[config.mk]
export PLATFORM = sky130hd
export DESIGN_NAME = bcm_readout
export DESIGN_NICKNAME = d
export VERILOG_FILES = /design/src/bcm_pkg.sv /design/src/bcm_readout.sv
export SDC_FILE = /design/constraint.sdc
export NUM_CORES = 1
export LEC_CHECK = 0
export ABC_AREA = 1
export BUFFER_PORTS_ARGS = -buffer_cell sky130_fd_sc_hd__buf_2
export CAP_MARGIN = 10
export CORE_MARGIN = 2
export CORE_UTILIZATION = 40
export CTS_BUF_LIST = sky130_fd_sc_hd__clkbuf_4
export CTS_CLUSTER_SIZE = 16
export DETAILED_ROUTE_END_ITERATION = 8
export SYNTH_ARGS = -nofsm -noshare
export SYNTH_HDL_FRONTEND = slang
export SYNTH_SLANG_ARGS = --single-unit
[constraint.sdc]
create_clock -name clk -period 7.45 [get_ports clk]
set_input_delay 0.745 -clock clk [delete_from_list [all_inputs] [get_ports clk]]
set_output_delay 0.745 -clock clk [all_outputs]
set_load 0.005 [all_outputs]
[src/bcm_pkg.sv]
// Function
// [RULE1] high/low pair read returns one sample
// [RULE2] optional CRC-8 follows every read byte
// [RULE3] converter codes are unsigned 14 bits
// [RULE4] converter runs only while enable bit set
// [RULE5] normal-state entry sets converter enable itself
// [RULE6] cell high/low checks need converter enabled
// [RULE7] 50 ms per cell, 250 ms full set; code repeats a 50 ms-window set every 500 ms
// [RULE8] all five-cell groups measured in parallel
// [RULE9] stack sum of all cells readable
// [RULE10] faults raise alert, turn off FET drive
// [RULE11] only host re-enables FET drives after fault
// [RULE12] alert reports faults and integrator ready
// [RULE13] externally forced alert cuts both FET drives; code detects it only while its own alert output is low
// [RULE14] detect high, low, overcurrent, short, external, device
// [RULE15] all data exchanged through register reads/writes
// [RULE16] balancing group uses 12.5 ms cell window
// [RULE17] results right-aligned, high byte first pair; the stack sum pair holds only the top 16 of its 18 bits
package bcm_pkg;
	localparam int ADC_W = 14;
	localparam int ADC_LSB_UV = 382;
	localparam int ADC_FS_MV = 6275;
	localparam int CC_W = 16;
	localparam int SUM_W = 18;
	localparam int CELLS_PER_GROUP = 5;
	localparam int CLK_MHZ = 250;
	localparam int STD_WIN_US = 50000;
	localparam int BAL_WIN_US = 12500;
	localparam int FRAME_US = 250000;
	localparam int STD_WIN_CYCLES = STD_WIN_US * CLK_MHZ;
	localparam int BAL_WIN_CYCLES = BAL_WIN_US * CLK_MHZ;
	localparam int FRAME_CYCLES = FRAME_US * CLK_MHZ;
	// status bit positions
	localparam int ST_HIGH = 0;
	localparam int ST_LOW = 1;
	localparam int ST_OCD = 2;
	localparam int ST_SHORT = 3;
	localparam int ST_EXT = 4;
	localparam int ST_DEVF = 5;
	localparam int ST_CCRDY = 6;
	localparam int STATUS_W = 7;
	// register indices on the host link
	localparam logic [7:0] REG_STATUS = 8'h00;
	localparam logic [7:0] REG_CC_HI = 8'h02;
	localparam logic [7:0] REG_SUM_HI = 8'h04;
	localparam logic [7:0] REG_CELL_BASE = 8'h0c;
	localparam logic [7:0] CRC_POLY = 8'h07;
	localparam logic [STATUS_W-1:0] STATUS_RESET = 7'h00;
	typedef enum logic {SEQ_IDLE, SEQ_MEASURE} bcm_seq_t;
endpackage : bcm_pkg

[src/bcm_readout.sv]
`timescale 1ns/1ps
module bcm_readout import bcm_pkg::*; #(
	parameter int NUM_GROUPS = 3,
	parameter int STD_WIN_CYC = STD_WIN_CYCLES,
	parameter int BAL_WIN_CYC = BAL_WIN_CYCLES,
	parameter int FRAME_CYC = FRAME_CYCLES
) (
	input wire logic clk,
	input wire logic rst_n,
	input wire logic normalEntry,
	input wire logic adcEnableWr,
	input wire logic adcEnableVal,
	input wire logic [NUM_GROUPS*CELLS_PER_GROUP-1:0] balanceGroup,
	input wire logic [NUM_GROUPS*ADC_W-1:0] adcCode,
	output logic [NUM_GROUPS*3-1:0] adcCellSel,
	output logic [NUM_GROUPS-1:0] adcBusy,
	output logic adcEnable,
	input wire logic [ADC_W-1:0] cellHighLimit,
	input wire logic [ADC_W-1:0] cellLowLimit,
	input wire logic dischargeOvercurrent,
	input wire logic dischargeShort,
	input wire logic deviceFaultFlag,
	input wire logic ccDone,
	input wire logic [CC_W-1:0] ccCode,
	input wire logic chargeFetSet,
	input wire logic dischargeFetSet,
	output logic chargeFetDrive,
	output logic dischargeFetDrive,
	input wire logic [STATUS_W-1:0] statusClear,
	output logic [STATUS_W-1:0] status,
	output logic [SUM_W-1:0] stackSum,
	input wire logic alertIn,
	output logic alertOut,
	output logic alertOe,
	input wire logic crcEn,
	input wire logic rdStart,
	input wire logic [7:0] rdAddr,
	input wire logic rdNext,
	input wire logic rdStop,
	output logic [7:0] rdData,
	output logic [7:0] rdCrc,
	output logic rdValid
);
	localparam int NUM_CELLS = NUM_GROUPS * CELLS_PER_GROUP;
	localparam logic [2:0] LAST_CELL = 3'(CELLS_PER_GROUP - 1);
	logic [31:0] frameCnt, next_frameCnt;
	logic frameTick, next_adcEnable;
	logic [NUM_CELLS*ADC_W-1:0] cellFlat;
	logic [NUM_GROUPS-1:0] highHit, lowHit;
	// converter enable: host write, forced on at normal-state entry
	always_comb begin
		next_adcEnable = adcEnable;
		if (adcEnableWr) next_adcEnable = adcEnableVal; // [RULE4]
		if (normalEntry) next_adcEnable = 1'b1; // [RULE5]
	end
	// frame tick every 250 ms restarts each idle group; a group on 50 ms windows is still busy then and restarts every 500 ms
	assign frameTick = adcEnable && (frameCnt == 32'h0); // [RULE7]
	always_comb begin
		if (!adcEnable || frameCnt == 32'(FRAME_CYC - 1)) next_frameCnt = 32'h0;
		else next_frameCnt = frameCnt + 32'h1;
	end
	always_ff @(posedge clk) begin
		if (!rst_n) begin
			adcEnable <= 1'b0;
			frameCnt <= 32'h0;
		end else begin
			adcEnable <= next_adcEnable;
			frameCnt <= next_frameCnt;
		end
	end
	// one sequencer per group, all started by the same tick
	for (genvar g = 0; g < NUM_GROUPS; g++) begin : gGroup
		bcm_seq_t seqState, next_seqState;
		logic [2:0] cellIdx, next_cellIdx;
		logic [31:0] winCnt, next_winCnt, winLen;
		logic [ADC_W-1:0] code;
		logic [ADC_W-1:0] res [CELLS_PER_GROUP];
		logic sampleNow;
		assign code = adcCode[g*ADC_W +: ADC_W]; // [RULE3]
		// short window while balancing; >= still ends a window that shrank mid-cell
		assign winLen = (|balanceGroup[g*CELLS_PER_GROUP +: CELLS_PER_GROUP]) ?
			32'(BAL_WIN_CYC) : 32'(STD_WIN_CYC); // [RULE16]
		assign sampleNow = (seqState == SEQ_MEASURE) && (winCnt >= winLen - 32'h1);
		assign adcBusy[g] = (seqState == SEQ_MEASURE);
		assign adcCellSel[g*3 +: 3] = cellIdx;
		// limit checks only see samples taken while enabled
		assign highHit[g] = sampleNow && adcEnable && (code > cellHighLimit); // [RULE6]
		assign lowHit[g] = sampleNow && adcEnable && (code < cellLowLimit); // [RULE6]
		for (genvar c = 0; c < CELLS_PER_GROUP; c++) begin : gCell
			assign cellFlat[(g*CELLS_PER_GROUP+c)*ADC_W +: ADC_W] = res[c];
		end
		always_comb begin
			next_seqState = seqState;
			next_cellIdx = cellIdx;
			next_winCnt = winCnt;
			case (seqState)
				SEQ_IDLE: begin
					if (frameTick) begin // [RULE8]
						next_seqState = SEQ_MEASURE;
						next_cellIdx = 3'h0;
						next_winCnt = 32'h0;
					end
				end
				SEQ_MEASURE: begin
					if (!adcEnable) next_seqState = SEQ_IDLE; // [RULE4]
					else if (sampleNow) begin // [RULE7]
						next_winCnt = 32'h0;
						if (cellIdx == LAST_CELL) next_seqState = SEQ_IDLE;
						else next_cellIdx = cellIdx + 3'h1;
					end else begin
						next_winCnt = winCnt + 32'h1;
					end
				end
				default: next_seqState = SEQ_IDLE;
			endcase
		end
		always_ff @(posedge clk) begin
			if (!rst_n) begin
				seqState <= SEQ_IDLE;
				cellIdx <= 3'h0;
				winCnt <= 32'h0;
				for (int c = 0; c < CELLS_PER_GROUP; c++) res[c] <= '0;
			end else begin
				seqState <= next_seqState;
				cellIdx <= next_cellIdx;
				winCnt <= next_winCnt;
				if (sampleNow) res[cellIdx] <= code;
			end
		end
	end
	// stack sum, rebuilt every cycle from the stored results
	logic [SUM_W-1:0] next_stackSum;
	always_comb begin
		next_stackSum = '0;
		for (int i = 0; i < NUM_CELLS; i++) begin
			next_stackSum = next_stackSum + SUM_W'(cellFlat[i*ADC_W +: ADC_W]); // [RULE9]
		end
	end
	// fault events, sticky status and FET drives
	logic [STATUS_W-1:0] events, next_status;
	logic extFault, chargeOff, dischargeOff, next_chargeFet, next_dischargeFet;
	logic [CC_W-1:0] ccHold, next_ccHold;
	// pin reads high while we pull it low: secondary protector tripped
	assign extFault = alertIn && !alertOut; // [RULE13]
	always_comb begin
		events = '0;
		events[ST_HIGH] = |highHit; // [RULE14]
		events[ST_LOW] = |lowHit; // [RULE14]
		events[ST_OCD] = dischargeOvercurrent; // [RULE14]
		events[ST_SHORT] = dischargeShort; // [RULE14]
		events[ST_EXT] = extFault; // [RULE14]
		events[ST_DEVF] = deviceFaultFlag; // [RULE14]
		events[ST_CCRDY] = ccDone; // [RULE12]
		// a new event beats a clear in the same cycle
		next_status = (status & ~statusClear) | events;
		chargeOff = next_status[ST_HIGH] | next_status[ST_EXT] | next_status[ST_DEVF];
		dischargeOff = next_status[ST_LOW] | next_status[ST_OCD] | next_status[ST_SHORT] |
			next_status[ST_EXT] | next_status[ST_DEVF]; // [RULE10]
		// a fault, or a flag the host has not cleared yet, wins over a host set
		next_chargeFet = (chargeFetDrive | chargeFetSet) & ~chargeOff; // [RULE11]
		next_dischargeFet = (dischargeFetDrive | dischargeFetSet) & ~dischargeOff; // [RULE11]
		next_ccHold = ccDone ? ccCode : ccHold;
	end
	assign alertOut = |status; // [RULE12]
	assign alertOe = 1'b1;
	always_ff @(posedge clk) begin
		if (!rst_n) begin
			status <= STATUS_RESET;
			chargeFetDrive <= 1'b0;
			dischargeFetDrive <= 1'b0;
			ccHold <= '0;
			stackSum <= '0;
		end else begin
			status <= next_status;
			chargeFetDrive <= next_chargeFet;
			dischargeFetDrive <= next_dischargeFet;
			ccHold <= next_ccHold;
			stackSum <= next_stackSum;
		end
	end
	// register read path with auto-increment and pair snapshot
	function automatic logic [7:0] crc8(input logic [7:0] b);
		logic [7:0] c;
		c = b;
		for (int i = 0; i < 8; i++) c = c[7] ? ((c << 1) ^ CRC_POLY) : (c << 1);
		return c;
	endfunction : crc8
	logic [7:0] rdPtr, next_rdPtr, snapLow, next_snapLow, snapAddr, next_snapAddr;
	logic [7:0] next_rdData, next_rdCrc, curByte, pairOfs;
	logic snapValid, next_snapValid, isPair;
	logic [15:0] pairWord;
	always_comb begin
		pairWord = 16'h0;
		isPair = 1'b1;
		pairOfs = {rdPtr[7:1], 1'b0};
		if (pairOfs == REG_CC_HI) pairWord = ccHold;
		else if (pairOfs == REG_SUM_HI) pairWord = stackSum[SUM_W-1:SUM_W-16];
		else isPair = 1'b0;
		for (int i = 0; i < NUM_CELLS; i++) begin
			if (pairOfs == REG_CELL_BASE + 8'(2 * i)) begin
				pairWord = {2'b00, cellFlat[i*ADC_W +: ADC_W]}; // [RULE17]
				isPair = 1'b1;
			end
		end
		if (rdPtr == REG_STATUS) curByte = {1'b0, status}; // [RULE15]
		else if (!isPair) curByte = 8'h00;
		else if (rdPtr[0] && snapValid && rdPtr == snapAddr) curByte = snapLow; // [RULE1]
		else curByte = rdPtr[0] ? pairWord[7:0] : pairWord[15:8]; // [RULE17]
		next_rdPtr = rdPtr;
		next_snapLow = snapLow;
		next_snapAddr = snapAddr;
		next_snapValid = snapValid;
		next_rdData = rdData;
		next_rdCrc = rdCrc;
		if (rdStart || rdStop) begin
			next_rdPtr = rdAddr;
			next_snapValid = 1'b0;
		end else if (rdNext) begin
			next_rdData = curByte;
			next_rdCrc = crcEn ? crc8(curByte) : 8'h00; // [RULE2]
			next_rdPtr = rdPtr + 8'h1;
			// freeze the low half when its high half goes out
			next_snapValid = isPair && !rdPtr[0]; // [RULE1]
			next_snapLow = pairWord[7:0];
			next_snapAddr = rdPtr + 8'h1;
		end
	end
	always_ff @(posedge clk) begin
		if (!rst_n) begin
			rdPtr <= 8'h0;
			snapLow <= 8'h0;
			snapAddr <= 8'h0;
			snapValid <= 1'b0;
			rdData <= 8'h0;
			rdCrc <= 8'h0;
			rdValid <= 1'b0;
		end else begin
			rdPtr <= next_rdPtr;
			snapLow <= next_snapLow;
			snapAddr <= next_snapAddr;
			snapValid <= next_snapValid;
			rdData <= next_rdData;
			rdCrc <= next_rdCrc;
			rdValid <= rdNext && !rdStart && !rdStop;
		end
	end
	property p_read_answer;
		@(posedge clk) disable iff (!rst_n) rdNext && !rdStart && !rdStop |=> rdValid;
	endproperty
	a_read_answer: assert property (p_read_answer) else $error("read byte not answered"); // [RULE15]
	property p_crc_off;
		@(posedge clk) disable iff (!rst_n) rdValid && !$past(crcEn) |-> rdCrc == 8'h00;
	endproperty
	a_crc_off: assert property (p_crc_off) else $error("crc byte while crc off"); // [RULE2]
	property p_atomic;
		@(posedge clk) disable iff (!rst_n)
			rdNext && snapValid && rdPtr == snapAddr && !rdStart && !rdStop |=> rdData == $past(snapLow);
	endproperty
	a_atomic: assert property (p_atomic) else $error("low byte not from snapshot"); // [RULE1]
	property p_idle_off;
		@(posedge clk) disable iff (!rst_n)
			!adcEnable |-> (!(|highHit) && !(|lowHit) && !frameTick) ##1 (adcBusy == '0);
	endproperty
	a_idle_off: assert property (p_idle_off) else $error("converter active while disabled"); // [RULE4]
	property p_normal_on;
		@(posedge clk) disable iff (!rst_n) normalEntry |=> adcEnable;
	endproperty
	a_normal_on: assert property (p_normal_on) else $error("normal entry left converter off"); // [RULE5]
	property p_checks_need_adc;
		@(posedge clk) disable iff (!rst_n) (|highHit) || (|lowHit) |-> adcEnable;
	endproperty
	a_checks_need_adc: assert property (p_checks_need_adc) else $error("limit check while off"); // [RULE6]
	property p_parallel;
		@(posedge clk) disable iff (!rst_n) frameTick |=> adcBusy == {NUM_GROUPS{1'b1}} || !adcEnable;
	endproperty
	a_parallel: assert property (p_parallel) else $error("groups did not start together"); // [RULE8]
	property p_frame;
		@(posedge clk) disable iff (!rst_n) frameTick ##1 adcEnable |-> frameCnt == 32'h1;
	endproperty
	a_frame: assert property (p_frame) else $error("frame counter did not advance"); // [RULE7]
	property p_high_cuts_charge;
		@(posedge clk) disable iff (!rst_n) (|highHit) |=> !chargeFetDrive && status[ST_HIGH];
	endproperty
	a_high_cuts_charge: assert property (p_high_cuts_charge) else $error("charge kept on"); // [RULE10]
	property p_ext_cuts_both;
		@(posedge clk) disable iff (!rst_n) extFault |=> !chargeFetDrive && !dischargeFetDrive;
	endproperty
	a_ext_cuts_both: assert property (p_ext_cuts_both) else $error("external fault ignored"); // [RULE13]
	property p_no_self_restore;
		@(posedge clk) disable iff (!rst_n) $rose(dischargeFetDrive) |-> $past(dischargeFetSet);
	endproperty
	a_no_self_restore: assert property (p_no_self_restore) else $error("drive restored alone"); // [RULE11]
	property p_cc_alert;
		@(posedge clk) disable iff (!rst_n) ccDone |=> alertOut && status[ST_CCRDY];
	endproperty
	a_cc_alert: assert property (p_cc_alert) else $error("integrator ready not flagged"); // [RULE12]
	c_frame: cover property (@(posedge clk) disable iff (!rst_n) frameTick ##1 adcBusy[0]);
	c_fault: cover property (@(posedge clk) disable iff (!rst_n) extFault ##1 alertOut);
	c_pair: cover property (@(posedge clk) disable iff (!rst_n) rdNext ##1 rdNext && snapValid);
endmodule : bcm_readout

==> metrics.txt, run 1 <==
Hold Vio Cnt, Final 0; Fmax about 160 MHz; outcome finished, final reports clean; pwr/cell area between 200 and 300 nW/um^2; Clock Sinks approximately 440; Slew HR 31.9%; CP endpoint kind flip-flop; simple-gate share of the synthesized area 23.0%; most common cell after layout, fill and taps aside nand2_1; reg2reg setup slack approximately 1.0 ns; WL/cell 18.5 um; Pre-antenna DRT Iters 6; Die H 270 um; Clock transition at path regs approximately 0.070 ns; first-pass GRT wire length roughly 130 mm; sequential fraction of the synthesis area 38.4%; synth top area cells edfxtp_1 22%, dfxtp_1 16%, fa_1 13%, nand2_1 7.9%, inv_1 7.8%; Post-Syn Area 28,200 sq um; initial antenna violation count 2; vias in the first global route 23,270; Tcrit/Tclk final ~86%; RSZ-0062 raised after global routing false; Final HPWL DP about 67 mm; largest net degree at the start of global routing 65; via count ~23,000; data arrival time of the worst path slightly above 7 ns; initial drt markers about 1,900; share of cells above drive strength 1 14.0%; slowest CP cell fa_1; Tightest Pin Transition slightly above 1 ns; Initial Util 40.4%; Netlist cell types 70; Adder-Cell Fraction of Synth Area 19.0%; core area approximately 70,000 sq um; Crit Path Max Fanout 3; H-Tree Level Count 3; IO Port Bufs about 190; clock tree root driver cell clkbuf_4; Peak VDD IR roughly 190 uV; largest family of logic cells by synthesized area simple AND/OR/NAND/NOR gates; DRT antenna net count 0; crit start category flip-flop; CTS buffer count about 120; per-instance average area after synthesis 8.28 sq um; biggest area consumer among synthesized cells edfxtp_1; area fraction of the dominant cell type after synthesis about 22%; number of synthesized flops with an enable pin 210; static leakage 14.3 nW; fin util 45.4%; # DRC 0; routed vias/inst about 5.0; Ports 191; Skew-Pair Late Insertion Delay roughly 0.96 ns; DRT Wirelength between 80 and 90 mm; buffers from clock root to sink, at most 3; WP data required 8.24 ns; max-slew violations 0; critical path's largest stage delay 0.57 ns; WS Path Type flip-flop to flip-flop; synth warn 0; most frequent cells in the layout 594 x nand2_1, 586 x inv_1, 496 x nor2_1; cell count after synthesis 3,409; Synth Flop Type dfxtp_1; total gr overflow 0; hold crit path type primary input to flip-flop; nets between 4,000 and 5,000; asr flop ratio synth 0%; Synthesized Nets about 3,900; Post-CTS Repair Setup Buffers 0; Final setup viols 0; Placer Congestion just under 0.9; mux contribution to synthesized area 0%; Register Area between 10,000 and 15,000 sq um; post-synthesis xor/xnor area fraction 0.962%; # rows 97; #FFs+latches synth 436; Multi-input gate area about 15,000 sq um; die width around 270 um; min Tclk post-route around 6.4 ns; Filler cells 7,152; Synth Area in Compound Gates about 8.8%; Layout Skew approximately 0.065 ns; Area Overhead vs Synth 12.4%; CTS tree yes; gr usage total around a quarter; TNS Setup 0 ns; Max Cap Viol 0; area of the die 72,700 sq um
-- synthesized netlist by cell type, types with 18 or more instances --
cell,instances
a211oi_1,22
a21oi_1,197
clkbuf_1,57
dfxtp_1,226
edfxtp_1,210
fa_1,178
ha_1,144
inv_1,587
inv_2,18
nand2_1,594
nand3_1,138
nand4_1,67
nor2_1,499
nor3_1,41
nor4_1,23
o21ai_0,128
or2_2,21
xor2_1,25
-- area by class of cell --
type                            instances  share of cell area [%]
Clock inverter                         31                   0.473
Tap cell                              940                    3.71
Sequential cell                       436                    34.1
Inverter                              613                    7.27
Multi-Input combinational cell       2267                    46.1
Antenna cell                            5                  0.0394
Clock buffer                          193                    4.57
Timing Repair Buffer                  217                    3.70
-- stage by stage --
stage               power, mW  setup WS, ns  instance area, sq um  hold WS [ns]  std cells
finish                   8.45          1.03                 31700        0.0651       4702
global route             9.23         0.530                 31700   -0.00000799       4700
CTS                      8.51          1.09                 31700       0.00529       4697
detailed placement       6.22          1.17                 30000         0.428       4466
global placement         6.20          1.25                 30000         0.426       4466
floorplan                5.27          1.69                 28200         0.417       3409
-- final timing paths --
path | from | to | cells past startpoint
max reg2reg | gGroup[2].res[0][2] | stackSum[16] | 30
min reg2reg | gGroup[0].winCnt[30] | gGroup[0].winCnt[30] | 2
min | ccCode[2] | ccHold[2] | 3
max | gGroup[2].res[0][2] | stackSum[16] | 30
-- worst max-delay path, delay by kind of cell, from the launching register on --
family	cells	cell delay, ns
AO/OA/AOI/OAI	7	1.32
adder cells (fa/ha/maj)	8	3.55
buffers and inverters	6	0.31
flip-flops	1	0.43
AND/OR/NAND/NOR	9	0.63
-- power breakdown --
group / leakage, nW / switching [mW] / internal (mW) / total [mW]
Sequential: 4.01 / 0.0747 / 2.64 / 2.71
Combinational: 9.32 / 2.13 / 1.34 / 3.48
Clock: 0.954 / 1.09 / 1.17 / 2.26
Total: 14.3 / 3.30 / 5.15 / 8.45
-- cell families after synthesis --
group,after synthesis
simple gates,1475
buf+inv,706
compound gates,438
flops,436
fa+ha+maj,322
xor+xnor,31
other cells,1
-- state kept, by name, summed over array words and instances, names as in the netlist, 3 cells and up --
register         cells
stackSum            18
gGroup.winCnt       96
frameCnt            32
status               7
rdData               8
gGroup.seqState      3
snapAddr             8
ccHold              16
rdPtr                8
snapLow              8
gGroup.res         210
gGroup.cellIdx       9
rdCrc                8
-- repair_timing --
| action | CTS | global route |
|---|---|---|
| resized for setup | 0 | 0 |
| hold endpoints to repair | 6 | 0 |
| hold buffers | 7 | 0 |
-- metal layers --
layer,track usage [%],vias up,part of all wire (%)
met1,32.1,11006,45
met5,0,-,0
li1,-,11515,-
met4,8.00,0,3.1
met3,4.56,149,6.7
met2,38.5,762,45
No activity file was read; power rests on OpenSTA's default activity.
==> inputs of run 2 (changes only) <==
--- a/config.mk
+++ b/config.mk
@@ -13,6 +13,7 @@
 export CTS_BUF_LIST = sky130_fd_sc_hd__clkbuf_4
 export CTS_CLUSTER_SIZE = 16
 export DETAILED_ROUTE_END_ITERATION = 8
+export PLACE_DENSITY = 0.64
 export SYNTH_ARGS = -nofsm -noshare
 export SYNTH_HDL_FRONTEND = slang
 export SYNTH_SLANG_ARGS = --single-unit
==> metrics.txt, run 2 (synthesis results as in run 1) <==
outcome finished, final reports clean; Placer Congestion 0.913 (+3.2%); most flop-heavy register gGroup.res; buffers from clock root to sink, at most 3 (unchanged); TNS Setup 0 ns (unchanged); DP Area 30,000 sq um (-0.16%); H-Tree Level Count 4 (+1); worst min-delay path startpoint ccCode[7]; die width 270 um (unchanged); hold slack 0.110 ns (+0.0448 ns); pwr/cell area 271 nW/um^2 (+1.6%); Tightest Pin Transition 0.975 ns (-0.0395 ns); clock tree root driver cell clkbuf_4; Pre-antenna DRT Iters 8 (+2); IO Port Bufs 189 (unchanged); gr usage total 23.7% (-0.16 points); Worst Hold End ccHold[7]; # rows 97 (unchanged); Multi-input gate area 14,600 sq um (about the same); max-slew violations 0 (unchanged); Area Overhead vs Synth 13.4%; Filler cells 6,958 (-2.7%); Slew HR 35.0% (+3.2 points); reg2reg setup slack 1.07 ns (+0.04 ns); WS Path Type flip-flop to flip-flop; Clock transition at path regs 0.07 ns (about the same); slowest CP cell fa_1; Hold Vio Cnt, Final 0 (unchanged); max FFs per register 210 (unchanged); RSZ-0062 raised after global routing false; Clock Sinks 436 (unchanged); RR Endpoint stackSum[16]; area of the die 72,700 sq um (unchanged); R2R Path Start gGroup[2].res[1][5]; # DRC 0 (unchanged); Final HPWL DP 65.2 mm (-2.7%); initial antenna violation count 10 (+8); critical path's largest stage delay 0.56 ns (about the same); Max Cap Viol 0 (unchanged); first-pass GRT wire length 133 mm (-0.95%); initial drt markers 1,870 (-0.32%); most common cell after layout, fill and taps aside nand2_1; Final setup viols 0 (unchanged); top flop regs gGroup.res: 210 flops, gGroup.winCnt: 96 flops, frameCnt: 32 flops; WP data required 8.24 ns (about the same); Register Area 10,800 sq um (unchanged); hold depth 3 (unchanged); Initial Util 40.4% (unchanged); DR top layer met5; crit start category flip-flop; Ports 191 (unchanged); WL/cell 18.1 um (-1.9%); hold crit path type primary input to flip-flop; CTS tree yes; CP endpoint kind flip-flop; CTS buffer count 131 (+8.3%); met3 WL 7.90 mm (+36%); Tcrit/Tclk final 85.6% (-0.53 points); Setup crit start gGroup[2].res[1][5]; Crit Path Max Fanout 3 (unchanged); Layout Skew 0.0863 ns (+0.0208 ns); Skew-Pair Late Insertion Delay 0.97 ns (about the same); most frequent cells in the layout 594 x nand2_1, 586 x inv_1, 497 x nor2_1; DRT antenna net count 0 (unchanged); Die H 270 um (unchanged); total power 8.66 mW (+2.5%); total gr overflow 0 (unchanged); Fmax 157 MHz (+0.62%); vias in the first global route 23,558 (+1.2%); via count 23,814 (+1.6%); nets 4,135 (+0.61%); largest net degree at the start of global routing 72 (+11%); routed vias/inst 5.05 (+1.3%); Top cell by count, worst path nand2_1; data arrival time of the worst path 7.16 ns (-0.04 ns); core area 69,900 sq um (unchanged); WL met1 35.6 mm (-8.5%); static leakage 14.4 nW (+0.80%); routed length on met2 38.3 mm (-2.9%); finished layout cell area 32,000 sq um (+0.90%); DRT Wirelength 85.5 mm (-1.6%); share of cells above drive strength 1 14.0% (about the same); FF-to-FF path depth 29 (-3.3%); min Tclk post-route 6.38 ns (-0.0394 ns); Peak VDD IR 187 uV (-0.72%); CTS resizes 0 (unchanged)
## run 2: final cells by class
class | count | share of cell area, %
Tap cell | 940 | 3.67
Sequential cell | 436 | 33.8
Clock inverter | 30 | 0.778
Inverter | 613 | 7.20
Antenna cell | 5 | 0.0391
Multi-Input combinational cell | 2267 | 45.7
Timing Repair Buffer | 232 | 4.18
Clock buffer | 196 | 4.60
## run 2: report_power, final
group          internal, mW  switching [mW]  total (mW)
Clock                  1.34            1.11        2.45
Combinational          1.35            2.15        3.49
Sequential             2.64          0.0747        2.71
## run 2: how the worst max path moves through the flow
stage | end | slack (ns) | depth (start not counted)
floorplan | stackSum[16] | 1.69 | 30
global placement | stackSum[16] | 1.28 | 30
detailed placement | stackSum[16] | 1.22 | 29
CTS | stackSum[16] | 1.08 | 29
global route | stackSum[16] | 0.50 | 29
finish | stackSum[16] | 1.07 | 29
## run 2: worst max-delay path: cells and delay by family, from the launching register on
family                   cells  cell delay, ns
flip-flops                   1            0.43
buffers and inverters        6            0.37
AND/OR/NAND/NOR              9            0.59
AO/OA/AOI/OAI                7            1.31
adder cells (fa/ha/maj)      7            3.48
## run 2: repair_timing
action	CTS	global route
hold buffers	28	0
setup buffers	0	0
hold endpoints to repair	25	0
## run 2: metal layers
layer  up-vias  global-route usage (%)
met5         -                       0
met4        10                    12.1
met3       195                    6.40
met2       935                    37.4
met1     11111                    29.8
li1      11563                       -
## run 2: stage by stage
step / utilization, % / std cells / setup WS, ns
floorplan: - / 3409 / 1.69
global placement: 42.9 / 4460 / 1.28
global route: 45.8 / 4718 / 0.501
CTS: 45.8 / 4714 / 1.08
finish: 45.8 / 4719 / 1.07
detailed placement: 42.9 / 4460 / 1.22
